$ cat config.mk
export PLATFORM = sky130hd
export DESIGN_NAME = liu_channel_alarm_irq_and_error_insert
export DESIGN_NICKNAME = d
export VERILOG_FILES = /design/src/include/liu_alarm_pkg.sv /design/src/verilog/liu_channel_alarm_irq_and_error_insert.sv /design/src/verilog/bit_error_inserter.sv
export VERILOG_INCLUDE_DIRS = /design/src /design/src/include
export SDC_FILE = /design/constraint.sdc
export NUM_CORES = 1
export LEC_CHECK = 0
export ABC_AREA = 1
export BUFFER_PORTS_ARGS = -buffer_cell sky130_fd_sc_hd__buf_2
export CORE_ASPECT_RATIO = 0.9
export CORE_UTILIZATION = 45
export CTS_BUF_LIST = sky130_fd_sc_hd__clkbuf_4
export DETAILED_ROUTE_END_ITERATION = 6
export PLACE_DENSITY = 0.75
export SETUP_SLACK_MARGIN = 0.3
export SYNTH_ARGS = -nofsm -noshare
export SYNTH_HDL_FRONTEND = slang
export SYNTH_SLANG_ARGS = --single-unit
export TNS_END_PERCENT = 5
$ cat constraint.sdc
create_clock -name sys_clk -period 12.8 [get_ports sys_clk]
set_input_delay 0.64 -clock sys_clk [delete_from_list [all_inputs] [get_ports sys_clk]]
set_output_delay 0.64 -clock sys_clk [all_outputs]
set_load 0.02 [all_outputs]
$ cat src/include/liu_alarm_regs.svh
`ifndef LIU_ALARM_REGS_SVH
`define LIU_ALARM_REGS_SVH

// channel layout: channel n occupies 0x(n)0 .. 0x(n)F
`define CHANNEL_COUNT 8
`define CHAN_SLOT_TEST_ERR 4'h3
`define CHAN_SLOT_IRQ_EN 4'h4
`define CHAN_SLOT_STATUS 4'h5
`define CHAN_SLOT_CHANGE 4'h6

// bit-error insertion trigger position in the test error slot
`define TEST_ERR_INSERT_BIT 1

// alarm bit positions, shared by enable, status and change slots
`define ALARM_DRIVER_FAIL_BIT 6
`define ALARM_FIFO_LIMIT_BIT 5
`define ALARM_CODE_VIOL_BIT 4
`define ALARM_ALL_ONES_BIT 2
`define ALARM_SIGNAL_LOSS_BIT 1
`define ALARM_PATTERN_BIT 0
`define ALARM_USED_MASK 8'h77

// global registers
`define GLOBAL_IRQ_ADDR 8'hE0
`define GLOBAL_IRQ_ENABLE_BIT 0
`define GLOBAL_COUNT_SEL_ADDR 8'h81
`define GLOBAL_COUNT_SEL_BIT 7

// reset values
`define RESET_BYTE 8'h00

`endif

$ cat src/include/liu_alarm_pkg.sv
package liu_alarm_pkg;

  // raw detector levels of one channel
  typedef struct packed {
    logic driver_fail;
    logic fifo_limit;
    logic line_violation;
    logic counter_overflow;
    logic all_ones;
    logic signal_loss;
    logic pattern_detect;
  } alarm_in_t;

  // layout of the status, enable and change bytes
  typedef struct packed {
    logic unused7;
    logic driver_fail;
    logic fifo_limit;
    logic code_violation;
    logic unused3;
    logic all_ones;
    logic signal_loss;
    logic pattern_detect;
  } alarm_byte_t;

endpackage

$ cat src/verilog/liu_channel_alarm_irq_and_error_insert.sv
`timescale 1ns/10ps
`include "liu_alarm_regs.svh"

// Summary of operation
// RULE1: rising trigger inverts exactly one pattern bit
// RULE2: trigger sampled on transmit clock rising edge
// RULE3: software writes zero before writing one
// RULE4: per-channel enable register, bits 7,3 unused
// RULE5: enable bits map six sources, one enables
// RULE6: interrupt needs source enable and global enable
// RULE7: status tracks conditions regardless of masking
// RULE8: bit 6 shows transmit driver failure
// RULE9: bit 5 shows fifo pointers within three
// RULE10: bit 4 shows line code violation by default
// RULE11: global select bit shows counter overflow instead
// RULE12: bit 2 shows all-ones alarm signal
// RULE13: code violation interrupt also needs global enable
// RULE14: bit 1 signal loss, bit 0 pattern
// RULE15: change bits latch, interrupt, clear on read
// RULE16: interrupt held while enabled change bits pending
// RULE17: all enables and status reset to zero
module liu_channel_alarm_irq_and_error_insert
  import liu_alarm_pkg::*;
#(
  parameter int CHANNELS = `CHANNEL_COUNT
) (
  // clock and reset
  input wire logic sys_clk,
  input wire logic arst_n,
  // register port, one-cycle strobes
  input wire logic [7:0] reg_addr,
  input wire logic [7:0] reg_wdata,
  input wire logic reg_wr,
  input wire logic reg_rd,
  output logic [7:0] reg_rdata,
  // alarm detector levels
  input wire alarm_in_t [CHANNELS-1:0] alarm_in,
  // transmit pattern path
  input wire logic [CHANNELS-1:0] transmit_clock,
  input wire logic [CHANNELS-1:0] pattern_in,
  output logic [CHANNELS-1:0] pattern_out,
  // interrupt
  output logic irq
);

  logic rst_meta_reg, rst_n;
  alarm_in_t [CHANNELS-1:0] alarm_meta_reg, alarm_sync_reg;
  logic [CHANNELS-1:0] ctrl_reg, ctrl_next;
  alarm_byte_t [CHANNELS-1:0] ien_reg, ien_next;
  alarm_byte_t [CHANNELS-1:0] stat_reg, stat_next;
  alarm_byte_t [CHANNELS-1:0] chg_reg, chg_next;
  logic gie_reg, gie_next;
  logic sel_reg, sel_next;
  logic [7:0] rdata_reg, rdata_next;
  logic irq_reg, irq_next;

  // reset release through two flops
  always_ff @(posedge sys_clk or negedge arst_n) begin
    if (!arst_n) begin
      rst_meta_reg <= 1'b0;
      rst_n <= 1'b0;
    end else begin
      rst_meta_reg <= 1'b1;
      rst_n <= rst_meta_reg;
    end
  end

  // true when addr selects the given slot of channel ch
  function automatic logic slot_hit(logic [7:0] addr, int ch,
                                    logic [3:0] slot);
    slot_hit = (addr[7:4] == 4'(ch)) && (addr[3:0] == slot);
  endfunction

  // live status byte from detector levels
  function automatic alarm_byte_t status_of(alarm_in_t a, logic sel);
    alarm_byte_t s;
    s = alarm_byte_t'(`RESET_BYTE);
    s.driver_fail = a.driver_fail; // see RULE8
    s.fifo_limit = a.fifo_limit; // see RULE9
    s.code_violation = sel ? a.counter_overflow // see RULE11
                           : a.line_violation; // see RULE10
    s.all_ones = a.all_ones; // see RULE12
    s.signal_loss = a.signal_loss; // see RULE14
    s.pattern_detect = a.pattern_detect; // see RULE14
    return s;
  endfunction

  // control registers written over the register port
  always_comb begin
    ctrl_next = ctrl_reg;
    ien_next = ien_reg;
    gie_next = gie_reg;
    sel_next = sel_reg;
    if (reg_wr) begin
      if (reg_addr == `GLOBAL_IRQ_ADDR) begin
        gie_next = reg_wdata[`GLOBAL_IRQ_ENABLE_BIT]; // see RULE6
      end
      if (reg_addr == `GLOBAL_COUNT_SEL_ADDR) begin
        sel_next = reg_wdata[`GLOBAL_COUNT_SEL_BIT]; // see RULE11
      end
      for (int ch = 0; ch < CHANNELS; ch++) begin
        if (slot_hit(reg_addr, ch, `CHAN_SLOT_TEST_ERR)) begin
          ctrl_next[ch] = reg_wdata[`TEST_ERR_INSERT_BIT];
        end
        if (slot_hit(reg_addr, ch, `CHAN_SLOT_IRQ_EN)) begin
          ien_next[ch] = alarm_byte_t'(reg_wdata // see RULE4
                                       & `ALARM_USED_MASK);
        end
      end
    end
  end

  always_ff @(posedge sys_clk or negedge rst_n) begin
    if (!rst_n) begin
      ctrl_reg <= '0; // see RULE17
      ien_reg <= '0; // see RULE17
      gie_reg <= 1'b0; // see RULE17
      sel_reg <= 1'b0;
    end else begin
      ctrl_reg <= ctrl_next;
      ien_reg <= ien_next;
      gie_reg <= gie_next;
      sel_reg <= sel_next;
    end
  end

  // live status and latched change bits of every channel
  always_comb begin
    for (int ch = 0; ch < CHANNELS; ch++) begin
      // status follows detectors whatever the masks are
      stat_next[ch] = status_of(alarm_sync_reg[ch], sel_reg); // see RULE7
      chg_next[ch] = chg_reg[ch];
      if (reg_rd && slot_hit(reg_addr, ch, `CHAN_SLOT_CHANGE)) begin
        chg_next[ch] = alarm_byte_t'(`RESET_BYTE); // see RULE15
      end
      // a change in the read cycle survives the clear
      chg_next[ch] = alarm_byte_t'(chg_next[ch] // see RULE15
                     | (stat_next[ch] ^ stat_reg[ch]));
    end
  end

  always_ff @(posedge sys_clk or negedge rst_n) begin
    if (!rst_n) begin
      alarm_meta_reg <= '0;
      alarm_sync_reg <= '0;
      stat_reg <= '0; // see RULE17
      chg_reg <= '0; // see RULE17
    end else begin
      alarm_meta_reg <= alarm_in;
      alarm_sync_reg <= alarm_meta_reg;
      stat_reg <= stat_next;
      chg_reg <= chg_next;
    end
  end

  // read data, loaded only by a read strobe
  always_comb begin
    rdata_next = rdata_reg;
    if (reg_rd) begin
      rdata_next = `RESET_BYTE;
      if (reg_addr == `GLOBAL_IRQ_ADDR) begin
        rdata_next[`GLOBAL_IRQ_ENABLE_BIT] = gie_reg;
      end
      if (reg_addr == `GLOBAL_COUNT_SEL_ADDR) begin
        rdata_next[`GLOBAL_COUNT_SEL_BIT] = sel_reg;
      end
      for (int ch = 0; ch < CHANNELS; ch++) begin
        if (slot_hit(reg_addr, ch, `CHAN_SLOT_TEST_ERR)) begin
          rdata_next[`TEST_ERR_INSERT_BIT] = ctrl_reg[ch];
        end
        if (slot_hit(reg_addr, ch, `CHAN_SLOT_IRQ_EN)) begin
          rdata_next = ien_reg[ch];
        end
        if (slot_hit(reg_addr, ch, `CHAN_SLOT_STATUS)) begin
          rdata_next = stat_reg[ch];
        end
        if (slot_hit(reg_addr, ch, `CHAN_SLOT_CHANGE)) begin
          rdata_next = chg_reg[ch]; // see RULE15
        end
      end
    end
  end

  always_ff @(posedge sys_clk or negedge rst_n) begin
    if (!rst_n) begin
      rdata_reg <= `RESET_BYTE;
    end else begin
      rdata_reg <= rdata_next;
    end
  end

  // interrupt from latched changes under both masks
  always_comb begin
    logic pending;
    pending = 1'b0;
    for (int ch = 0; ch < CHANNELS; ch++) begin
      pending = pending | (|(chg_reg[ch] & ien_reg[ch])); // see RULE5
    end
    irq_next = gie_reg & pending; // see RULE6 see RULE13 see RULE16
  end

  always_ff @(posedge sys_clk or negedge rst_n) begin
    if (!rst_n) begin
      irq_reg <= 1'b0;
    end else begin
      irq_reg <= irq_next;
    end
  end

  assign reg_rdata = rdata_reg;
  assign irq = irq_reg;

  // one inserter per channel on its own transmit clock
  for (genvar ch = 0; ch < CHANNELS; ch++) begin : g_ins
    bit_error_inserter u_ins (
      .sys_clk(sys_clk),
      .rst_n(rst_n),
      .transmit_clock(transmit_clock[ch]),
      .pattern_in(pattern_in[ch]),
      .pattern_out(pattern_out[ch]),
      .bit_error_insert_trigger(ctrl_reg[ch]) // see RULE1
    );
  end

endmodule // liu_channel_alarm_irq_and_error_insert

$ cat src/verilog/bit_error_inserter.sv
`timescale 1ns/10ps
`include "liu_alarm_regs.svh"

module bit_error_inserter (
  // clock and reset
  input wire logic sys_clk,
  input wire logic rst_n,
  // transmit side pins
  input wire logic transmit_clock,
  input wire logic pattern_in,
  output logic pattern_out,
  // control
  input wire logic bit_error_insert_trigger
);

  logic transmit_clock_meta_reg, transmit_clock_sync_reg, transmit_clock_prev_reg;
  logic pat_meta_reg, pat_sync_reg;
  logic trig_prev_reg, trig_prev_next;
  logic out_reg, out_next;
  logic transmit_clock_rise;

  // transmit clock rising edge seen in the system domain
  assign transmit_clock_rise = transmit_clock_sync_reg & ~transmit_clock_prev_reg; // see RULE2

  always_comb begin
    trig_prev_next = trig_prev_reg;
    out_next = out_reg;
    if (transmit_clock_rise) begin
      trig_prev_next = bit_error_insert_trigger; // see RULE2
      // one inverted bit per zero-to-one change
      if (bit_error_insert_trigger && !trig_prev_reg) begin
        out_next = ~pat_sync_reg; // see RULE1
      end else begin
        out_next = pat_sync_reg;
      end
    end
  end

  always_ff @(posedge sys_clk or negedge rst_n) begin
    if (!rst_n) begin
      transmit_clock_meta_reg <= 1'b0;
      transmit_clock_sync_reg <= 1'b0;
      transmit_clock_prev_reg <= 1'b0;
      pat_meta_reg <= 1'b0;
      pat_sync_reg <= 1'b0;
      trig_prev_reg <= 1'b0;
      out_reg <= 1'b0;
    end else begin
      transmit_clock_meta_reg <= transmit_clock;
      transmit_clock_sync_reg <= transmit_clock_meta_reg;
      transmit_clock_prev_reg <= transmit_clock_sync_reg;
      pat_meta_reg <= pattern_in;
      pat_sync_reg <= pat_meta_reg;
      trig_prev_reg <= trig_prev_next;
      out_reg <= out_next;
    end
  end

  assign pattern_out = out_reg;

endmodule // bit_error_inserter

# Yosys cells after proc, flatten, opt, wreduce, memory -nomap -nowiden
# Index checks and enable logic that the tools add are counted.
[word_totals] register_bits=349 input_bits=92 output_inout_bits=17 wordCells=553
[op_classes] n_eq_ne=13 n_mux=59 bitwise_logic=56 n_reduce_logical=83
[ops] op="$mux W8" count=33
[ops] op="$and A8 B7 Y8" count=8
[ops] op="$or A8 B7 Y8" count=8
[ops] op="$reduce_or A8 Y1" count=8
[ops] op="$xor A7 B7 Y7" count=8
[ops] op="$logic_and A1 B1 Y1" count=48
[ops] op="$reduce_and A2 Y1" count=18
[ops] op="$eq A4 B3 Y1 const B" count=7
[ops] op="$mux W1" count=26
[ops] op="$eq A8 B8 Y1 const B" count=2
[ops] op="$not A1 Y1" count=16
[ops] op="$eq A4 B2 Y1 const B" count=3
[ops] op="$and A1 B1 Y1" count=9
[ops] op="$logic_not A1 Y1" count=8
[ops] op="$or A1 B1 Y1" count=7
[ops] op="$eq A4 B1 Y1 const B" count=1
[ops] op="$logic_not A4 Y1" count=1

# Longest topological paths before layout
# Gate-level depths: netlist of run 1.
[logic_depth] depth_word=35 depth_mapped=22 mapped_depth_nobuf=22

# By module
# From an unflattened synthesis of run 1, not the netlist that was laid out.
[unflattened] hier_cells=1185 area_unflattened_um2=12305.6
[by_module_without_submodules] module="liu_channel_alarm_irq_and_error_insert" instances=1 cells_per_inst=1033 area_each_um2=10443.8 seq_area_each_um2=6906.6
[by_module_without_submodules] module="bit_error_inserter" instances=8 cells_per_inst=19 area_each_um2=232.7 seq_area_each_um2=175.2

# Least setup slack after synthesis of run 1
# OpenSTA, ideal clock, no wires.
[synth_path] path_type="input -> register" from="in reg_addr[4]" to="reg rdata_reg[1] (netlist: reg_rdata[1])" setup_ps=121 t_arrival_ps=2198 required_ps=12679 path_slack_ps=10481 cell_stages=20 n_path_buf=0 cell_sequence="inv_2 -> nand2_1 -> nor2_1 -> inv_1 -> nor2_1 -> inv_2 -> o22ai_1 -> inv_1 -> nand2_1 -> nand4_1 -> nor2_1 -> nand4_1 -> nand2_1 -> nand4_1 -> nand2_1 -> nand4_1 -> nand2_1 -> nand4_1 -> nand2_1 -> nand2_1"
[synth_via] elab_chain_cells=35 word_cells_on_any_way=73 cone_classes="eq/ne: 7; mux: 33; reduce/logical: 33"
[synth_rtl] item="start, declared" line_no="liu_channel_alarm_irq_and_error_insert.sv:31" source="input wire logic [7:0] reg_addr,"
[synth_rtl] item="$logic_not A4 Y1" line_no="liu_channel_alarm_irq_and_error_insert.sv:71" source="slot_hit = (addr[7:4] == 4'(ch)) && (addr[3:0] == slot);"
[synth_rtl] item="$logic_and A1 B1 Y1" line_no="liu_channel_alarm_irq_and_error_insert.sv:71"
[synth_rtl] item="$mux W1" line_no="liu_channel_alarm_irq_and_error_insert.sv:168" source="if (slot_hit(reg_addr, ch, `CHAN_SLOT_TEST_ERR)) begin"
[synth_rtl] item="$mux W8" line_no="liu_channel_alarm_irq_and_error_insert.sv:171" source="if (slot_hit(reg_addr, ch, `CHAN_SLOT_IRQ_EN)) begin"
[synth_rtl] item="$mux W8" line_no="liu_channel_alarm_irq_and_error_insert.sv:174" source="if (slot_hit(reg_addr, ch, `CHAN_SLOT_STATUS)) begin"
[synth_rtl] item="$mux W8" line_no="liu_channel_alarm_irq_and_error_insert.sv:177" source="if (slot_hit(reg_addr, ch, `CHAN_SLOT_CHANGE)) begin"
[synth_rtl] item="$mux W1" line_no="liu_channel_alarm_irq_and_error_insert.sv:168"
[synth_rtl] item="$mux W8" line_no="liu_channel_alarm_irq_and_error_insert.sv:171"
[synth_rtl] item="(+19 left out)"
[synth_rtl] item="$mux W1" line_no="liu_channel_alarm_irq_and_error_insert.sv:168"
[synth_rtl] item="$mux W8" line_no="liu_channel_alarm_irq_and_error_insert.sv:171"
[synth_rtl] item="$mux W8" line_no="liu_channel_alarm_irq_and_error_insert.sv:174"
[synth_rtl] item="$mux W8" line_no="liu_channel_alarm_irq_and_error_insert.sv:177"
[synth_rtl] item="$mux W1" line_no="liu_channel_alarm_irq_and_error_insert.sv:168"
[synth_rtl] item="$mux W8" line_no="liu_channel_alarm_irq_and_error_insert.sv:171"
[synth_rtl] item="$mux W8" line_no="liu_channel_alarm_irq_and_error_insert.sv:174"
[synth_rtl] item="$mux W8 *" line_no="liu_channel_alarm_irq_and_error_insert.sv:177"
[synth_rtl] item="end signal, assigned" line_no="liu_channel_alarm_irq_and_error_insert.sv:186" source="rdata_reg <= `RESET_BYTE;"
[synth_rtl] item="end signal, assigned" line_no="liu_channel_alarm_irq_and_error_insert.sv:188" source="rdata_reg <= rdata_next;"
[synth_rtl] item="end, declared" line_no="liu_channel_alarm_irq_and_error_insert.sv:54" source="logic [7:0] rdata_reg, rdata_next;"
# Every way passes the cells marked *; elsewhere a longest branch is shown, timed or not. The select of a mux whose other input is x is not followed.
# A chain may end at the register's enable or synchronous reset.

# Worst setup path in the final report of run 1
[layout_path] from="reg chg_reg[9] (netlist bit)" to="reg irq_reg (netlist: irq)"
[layout_via] elab_chain_cells=10
[layout_rtl] item="start, declared" line_no="liu_channel_alarm_irq_and_error_insert.sv:51" source="alarm_byte_t [CHANNELS-1:0] chg_reg, chg_next;"
[layout_rtl] item="start signal, assigned" line_no="liu_channel_alarm_irq_and_error_insert.sv:152" source="chg_reg <= chg_next;"
[layout_rtl] item="$and A8 B7 Y8" line_no="liu_channel_alarm_irq_and_error_insert.sv:197" source="pending = pending | (|(chg_reg[ch] & ien_reg[ch]));"
[layout_rtl] item="$reduce_or A8 Y1" line_no="liu_channel_alarm_irq_and_error_insert.sv:197"
[layout_rtl] item="$or A1 B1 Y1 (7 in a row)" line_no="liu_channel_alarm_irq_and_error_insert.sv:197"
[layout_rtl] item="$and A1 B1 Y1" line_no="liu_channel_alarm_irq_and_error_insert.sv:199" source="irq_next = gie_reg & pending;"
[layout_rtl] item="named net irq_next" line_no="liu_channel_alarm_irq_and_error_insert.sv:55" source="logic irq_reg, irq_next;"
[layout_rtl] item="end signal, assigned" line_no="liu_channel_alarm_irq_and_error_insert.sv:206" source="irq_reg <= irq_next;"
[layout_rtl] item="end, declared" line_no="liu_channel_alarm_irq_and_error_insert.sv:55"
# The timed path passes the listed nets, and every way through them passes these cells.

==> results of run 1 <==
==> kinds of logic (layout without fill, tap and decap cells) <==
| kind of cell | Yosys count | after routing | synth area share, % |
|---|---|---|---|
| xor+xnor | 49 | 49 | 3.51 |
| buf+inv | 142 | 423 | 4.63 |
| flops | 332 | 332 | 67.9 |
| compound gates | 174 | 174 | 8.12 |
| simple gates | 469 | 469 | 15.8 |
| other cells | 2 | 7 | 0.0613 |
==> layer usage <==
metal	vias up	GRT usage, %
met1	4139	28.0
li1	4252	-
met3	55	6.18
met2	342	30.0
met5	-	0
met4	2	7.91
==> cell usage after synthesis (5+ instances only) <==
library cell  number  area share [%]
inv_2             10            0.31
dfrtp_1          332              68
o21ai_0          124             5.1
nor3_1             5            0.20
o211ai_1           8            0.49
a21oi_1           14            0.57
a221oi_1           6            0.43
nand2_2            5            0.26
buf_4              9            0.55
nor2_1            68             2.1
nand4_1           23             1.2
clkbuf_1          18            0.55
a22o_1             5            0.36
o22ai_1            5            0.26
nand2_1          308             9.4
nand3_1           47             1.9
xnor2_1           48             3.4
inv_1            104             3.2
==> metrics by stage <==
step | hold WS (ns) | util (%) | setup slack, ns | instance area (sq um) | std cells
2_1_floorplan | 0.331 | - | 2.86 | 12200 | 1168
3_3_place_gp | 0.333 | 49.7 | 9.69 | 13100 | 1600
3_5_place_dp | 0.335 | 49.7 | 9.58 | 13100 | 1600
4_1_cts | 0.000374 | 54.0 | 10.05 | 14300 | 1754
5_1_grt | -0.00399 | 55.7 | 9.98 | 14700 | 1800
6_report | 0.0462 | 55.7 | 10.05 | 14700 | 1802
==> layout by cell type, fill, tap and decap left out, types with 6 or more instances in the layout <==
cell / n
a21oi_1: 14
a221oi_1: 6
buf_2: 106
clkbuf_4: 109
clkinv_1: 17
dfrtp_1: 331
dlygate4sd3_1: 61
inv_1: 104
inv_2: 13
nand2_1: 308
nand3_1: 47
nand4_1: 23
nor2_1: 68
o211ai_1: 8
o21ai_0: 124
xnor2_1: 48
==> power by group <==
part           total, mW  switching (mW)  internal [mW]
clock network      0.820           0.403          0.417
logic              0.128          0.0737         0.0543
registers           1.13          0.0321           1.10
==> critical path: stages (launching register included) <==
cell       delay [ns]
dfrtp_1          0.41
a22o_1           0.25
or2_2            0.27
a221oi_1         0.28
o2111ai_1        0.28
nor4_1           0.47
nand3_1          0.25
o41ai_1          0.33
inv_1            0.09
==> final timing paths <==
check                                              from                                               end  slack, ns
setup / recovery                   chg_reg[9]$_DFF_PN0_                                     irq$_DFF_PN0_      10.05
hold / removal                        transmit_clock[0]  g_ins[0].u_ins.transmit_clock_meta_reg$_DFF_PN0_       0.05
setup reg to reg                   chg_reg[9]$_DFF_PN0_                                     irq$_DFF_PN0_      10.05
hold reg to reg            alarm_meta_reg[52]$_DFF_PN0_                      alarm_sync_reg[52]$_DFF_PN0_       0.33
max in group asynchronous               rst_n$_DFF_PN0_                      alarm_sync_reg[43]$_DFF_PN0_      10.84
min in group asynchronous                        arst_n                                   rst_n$_DFF_PN0_       0.24
==> what timing repair did <==
item / in CTS / in global routing
hold buffers: 18 / 43
setup endpoints to repair: 0 / 0
hold endpoints to repair: 19 / 43
==> final cells by class <==
class                      count  area [sq um]  area share [%]
antenna                        5          12.5          0.0850
clock buffer                 109           818            5.56
clock inverter                27           148            1.00
inverter                     115           432            2.93
multi-input combinational    694          3370            22.9
sequential                   332          8310            56.5
tap                          348           435            2.96
timing repair buffer         172          1190            8.09
==> qor.csv, run 1 <==
stage,metric,value,unit
route,via count,8790,
power,Pleak,6.87,nW
logic_synthesis,number of flops mapped to enable cells by yosys,0,
worst_setup_path,Worst EP arrival,3.33,ns
global_routing,antenna violations before repair,5,
floorplan,die area,0.0279,sq mm
layout,fill cell count,2291,
logic_synthesis,Mapped Avg Cell Area,10.5,sq um
sta,fin. max-slew vios,0,
floorplan,core area,0.0264,sq mm
clocking,H-tree depth,3,
route,Post-Route WL,27.0,mm
logic_synthesis,Netlist Area Pre-Place,0.0122,sq mm
floorplan,Top Ports,109,
global_routing,vias in the first global route,8645,
clocking,TritonCTS clock tree,done,
sta,Final Critical Period,2.75,ns
clocking,CTS resizes,0,
power,Overall Power,2.08,mW
global_routing,global-route wire length before repair,43.5,mm
route,DRT Pass-1 Iters,7,
placed_design,DP HPWL,17.9,mm
logic_synthesis,synth unique cells,33,
clocking,CTS root buffer,clkbuf_4,
global_routing,total congestion overflow,0,
sta,Max Clk Rate,363,MHz
hold_path,type of the tightest min-delay check,in -> reg,
route,# DRC,3,
logic_synthesis,"Seq/Total Area, Yosys",67.9,%
route,DRT antenna net count,0,
logic_synthesis,Synth async-reset ratio,100,%
layout,proportion of layout cells with a drive suffix above 1,17.9,%
worst_setup_path,Reg2Reg Depth,8,
route,met3 WL post-DR,2.22,mm
clocking,Clock Path Buffers,3,
route,top sig layer,met5,
clocking,clk_lat worst skew,0.72,ns
power,Max IR drop VDD,0.0865,mV
clocking,CTS Buf Count,82,
flow_run,maxcap violations,0,
clocking,Clock Pin Slew Worst Setup and Hold Paths,0.07,ns
worst_setup_path,element type at the critical path start,flop,
global_routing,all-layer global routing usage,20.2,%
sta,final worst-path cycle share,21.5,%
placed_design,Routability Congestion,0.910,
floorplan,Die X,176,um
floorplan,Row Count,56,
route,met2 wire length,11.9,mm
status,status,finished with violations,
sta,Worst Clk Skew,0.0443,ns
route,Initial DRC Count,724,
sta,Max-slew headroom,30.2,%
sta,TNS Setup,0,ns
logic_synthesis,Yosys reg bits,332,
sta,worst-margin pin slew,1.05,ns
placed_design,Port-buffer cells,106,
layout,area delta synth->final,20.2,%
worst_setup_path,Crit Path Class,reg -> reg,
global_routing,largest net degree at the start of global routing,184,
clocking,sink count of the clock tree,332,
floorplan,Chip Height,158,um
route,wire per inst,15.0,um
logic_synthesis,Cells after Synth,1168,
floorplan,initial core utilization,46.3,%
sta,final hold vios,0,
logic_synthesis,syn nets,1260,
power,pwr dens,141,mW/mm^2
status,failing checks,DRC,
logic_synthesis,Synth Flop Type,dfrtp_1,
worst_setup_path,Crit. End Element,flop,
layout,nets,1489,
worst_setup_path,CP max FO,3,
route,met1 WL,12.2,mm
sta,setup violators final,0,
sta,setup repair after global routing missed its margin,no,
route,DR vias/cell,4.88,
logic_synthesis,YS warnings,0,
worst_setup_path,WP data required,13.37,ns
hold_path,hold depth,1,
clocking,Setup Buffers After CTS,0,
Power figures use the tool's default switching activity.
==> run 2, diff against run 1 <==
Settings changed: PLACE_DENSITY 0.75 to 0.77.
Clock period 12.8 ns to 2.4 ns, I/O delays scaled along.
==> run 2 against run 1 <==
  * The run now ends clean
  * Non-clock buffer count rose by 91
  * Hold slack got worse by 0.0048 ns
  * Critical path depth rose by 1
  * Sequential power rose to 5.3 times the previous value
  * Wire length rose by 11%
  * Core utilization rose by 3.5 points
  * Via count rose by 6.4%
  * Global-route usage rose by 2.2 points
  * Cell count rose by 4.6%
  * Clock-buffer cell count rose by 4
  * Combinational power rose to 6.6 times the previous value
  * Sequential share of layout area fell by 3.3 points
  * Critical path type unchanged
==> qor.csv, run 2 (synthesis results as in run 1) <==
stage,metric,value,unit
clocking,TritonCTS clock tree,done,
route,wire per inst,15.8,um
sta,final worst-path cycle share,93.8,%
power,pwr dens,722,mW/mm^2
worst_setup_path,CP max FO,2,
layout,"leading cell types in the layout, fill and taps excluded","331 x dfrtp_1, 308 x nand2_1, 124 x o21ai_0",
global_routing,global-route wire length before repair,48.1,mm
clocking,Clock Path Buffers,3,
layout,nets,1582,
route,DRT Pass-1 Iters,5,
route,Post-Route WL,29.9,mm
worst_setup_path,worst flop-to-flop path endpoint,irq$_DFF_PN0_,
clocking,H-tree depth,3,
floorplan,Chip Height,158,um
floorplan,die area,0.0279,sq mm
sta,setup violators final,0,
sta,final hold vios,0,
worst_setup_path,reg2reg start,ien_reg[9]$_DFFE_PN0P_,
route,Initial DRC Count,898,
layout,register area,0.00831,sq mm
sta,fin. max-slew vios,0,
global_routing,vias in the first global route,9499,
hold_path,min-delay src,reg_addr[1],
sta,setup repair after global routing missed its margin,yes,
sta,Max-slew headroom,54.6,%
global_routing,total congestion overflow,0,
placed_design,Routability Congestion,1.01,
hold_path,hold depth,7,
worst_setup_path,WP data required,2.95,ns
worst_setup_path,element type at the critical path start,flop,
worst_setup_path,Crit Path Class,reg -> reg,
clocking,clk_lat worst skew,0.69,ns
status,status,"finished, final reports clean",
worst_setup_path,r2r setup slk,0.15,ns
worst_setup_path,Crit. End Element,flop,
clocking,CTS Buf Count,84,
floorplan,core area,0.0264,sq mm
placed_design,# placed instances,1652,
global_routing,all-layer global routing usage,22.5,%
worst_setup_path,Reg2Reg Depth,9,
layout,proportion of layout cells with a drive suffix above 1,21.9,%
route,via count,9353,
hold_path,Worst Hold End,chg_reg[2]$_DFF_PN0_,
route,DR vias/cell,4.96,
flow_run,maxcap violations,0,
sta,Max Clk Rate,444,MHz
sta,Final Critical Period,2.25,ns
floorplan,Top Ports,109,
sta,worst-margin pin slew,0.675,ns
floorplan,Die X,176,um
layout,Finished Layout Cells,1884,
sta,worst hold margin,0.0414,ns
clocking,sink count of the clock tree,332,
placed_design,Port-buffer cells,106,
route,DRT antenna net count,0,
global_routing,antenna violations before repair,1,
power,Max IR drop VDD,0.428,mV
hold_path,type of the tightest min-delay check,in -> reg,
power,Pleak,7.34,nW
sta,Worst Clk Skew,0.0248,ns
clocking,Clock Pin Slew Worst Setup and Hold Paths,0.06,ns
layout,area of the multi-input gates,0.00349,sq mm
placed_design,DP HPWL,20.1,mm
clocking,CTS root buffer,clkbuf_4,
layout,"most common cell after layout, fill and taps aside",dfrtp_1,
layout,fill cell count,2130,
route,# DRC,0,
sta,TNS Setup,0,ns
layout,area delta synth->final,27.7,%
worst_setup_path,Worst EP arrival,2.80,ns
global_routing,largest net degree at the start of global routing,91,
floorplan,initial core utilization,46.3,%
floorplan,Row Count,56,
-- run 2: cell types whose count changed in the layout (fill, tap and decap cells not counted), moves of 4 or more --
cell           previous run  this run
nor2_1                   68        64
clkbuf_4                109       113
dlygate4sd3_1            61        97
buf_4                     4        56
clkinv_1                 17         8
diode_2                   5         1
-- run 2: metal layers --
metal | up-vias | share of wire (%) | global-route usage (%) | wire (um)
li1 | 4431 | - | - | -
met1 | 4448 | 45 | 30.6 | 13500
met2 | 401 | 44 | 33.5 | 13200
met3 | 73 | 7.4 | 6.21 | 2210
met4 | 0 | 3.4 | 10.4 | 1010
met5 | - | 0 | 0 | 0
-- run 2: how the worst max path moves through the flow --
stage / end / startpoint / cells after the start / slack [ns]
2_1_floorplan: alarm_meta_reg[0]$_DFF_PN0_ / rst_n$_DFF_PN0_ / 0 / -0.89
3_3_place_gp: irq$_DFF_PN0_ / chg_reg[9]$_DFF_PN0_ / 9 / -0.21
3_5_place_dp: irq$_DFF_PN0_ / chg_reg[9]$_DFF_PN0_ / 9 / -0.28
4_1_cts: irq$_DFF_PN0_ / ien_reg[9]$_DFFE_PN0P_ / 9 / -0.07
5_1_grt: reg_rdata[1]$_DFFE_PN0P_ / stat_reg[1]$_DFF_PN0_ / 18 / 0.06
6_report: irq$_DFF_PN0_ / ien_reg[9]$_DFFE_PN0P_ / 9 / 0.15
-- run 2: final cells by class --
| cell class | instances | area share [%] |
|---|---|---|
| clock inverters | 18 | 0.720 |
| repair buffers | 263 | 12.8 |
| clock buffers | 113 | 5.43 |
| diodes | 1 | 0.0160 |
| inverters | 115 | 2.76 |
| well taps | 348 | 2.78 |
| flip-flops and latches | 332 | 53.2 |
| multi-input cells | 694 | 22.3 |
-- run 2: per-stage QoR --
step | power (mW) | area [sq um] | worst slack, ns | utilization, %
6_report | 11.3 | 15600 | 0.149 | 59.2
5_1_grt | 11.8 | 15600 | 0.0610 | 59.2
4_1_cts | 11.4 | 15600 | -0.0744 | 59.0
3_5_place_dp | 6.80 | 13600 | -0.280 | 51.3
3_3_place_gp | 6.77 | 13600 | -0.205 | 51.3
2_1_floorplan | 6.48 | 12200 | -0.888 | -
-- run 2: timing repair --
action                     in CTS  in global routing
pin swaps                      11                  7
setup buffers                   1                  2
hold buffers                   97                  0
resized for setup              14                 10
setup endpoints to repair       3                  9
hold endpoints to repair      135                  0
-- run 2: critical path, stage by stage (launching register included) --
cell and delay [ns]:
dfrtp_1 0.37, a22o_1 0.25, or2_4 0.24, a221oi_4 0.27
o2111ai_4 0.20, nor4_2 0.18, buf_4 0.17, nand3_4 0.08
o41ai_4 0.27, inv_1 0.08
-- run 2: power by group --
| group | internal [mW] | leakage, nW | switching (mW) |
|---|---|---|---|
| combinational | 0.388 | 2.88 | 0.461 |
| sequential | 5.85 | 3.88 | 0.169 |
| clock | 2.27 | 0.577 | 2.14 |
| total | 8.51 | 7.34 | 2.77 |
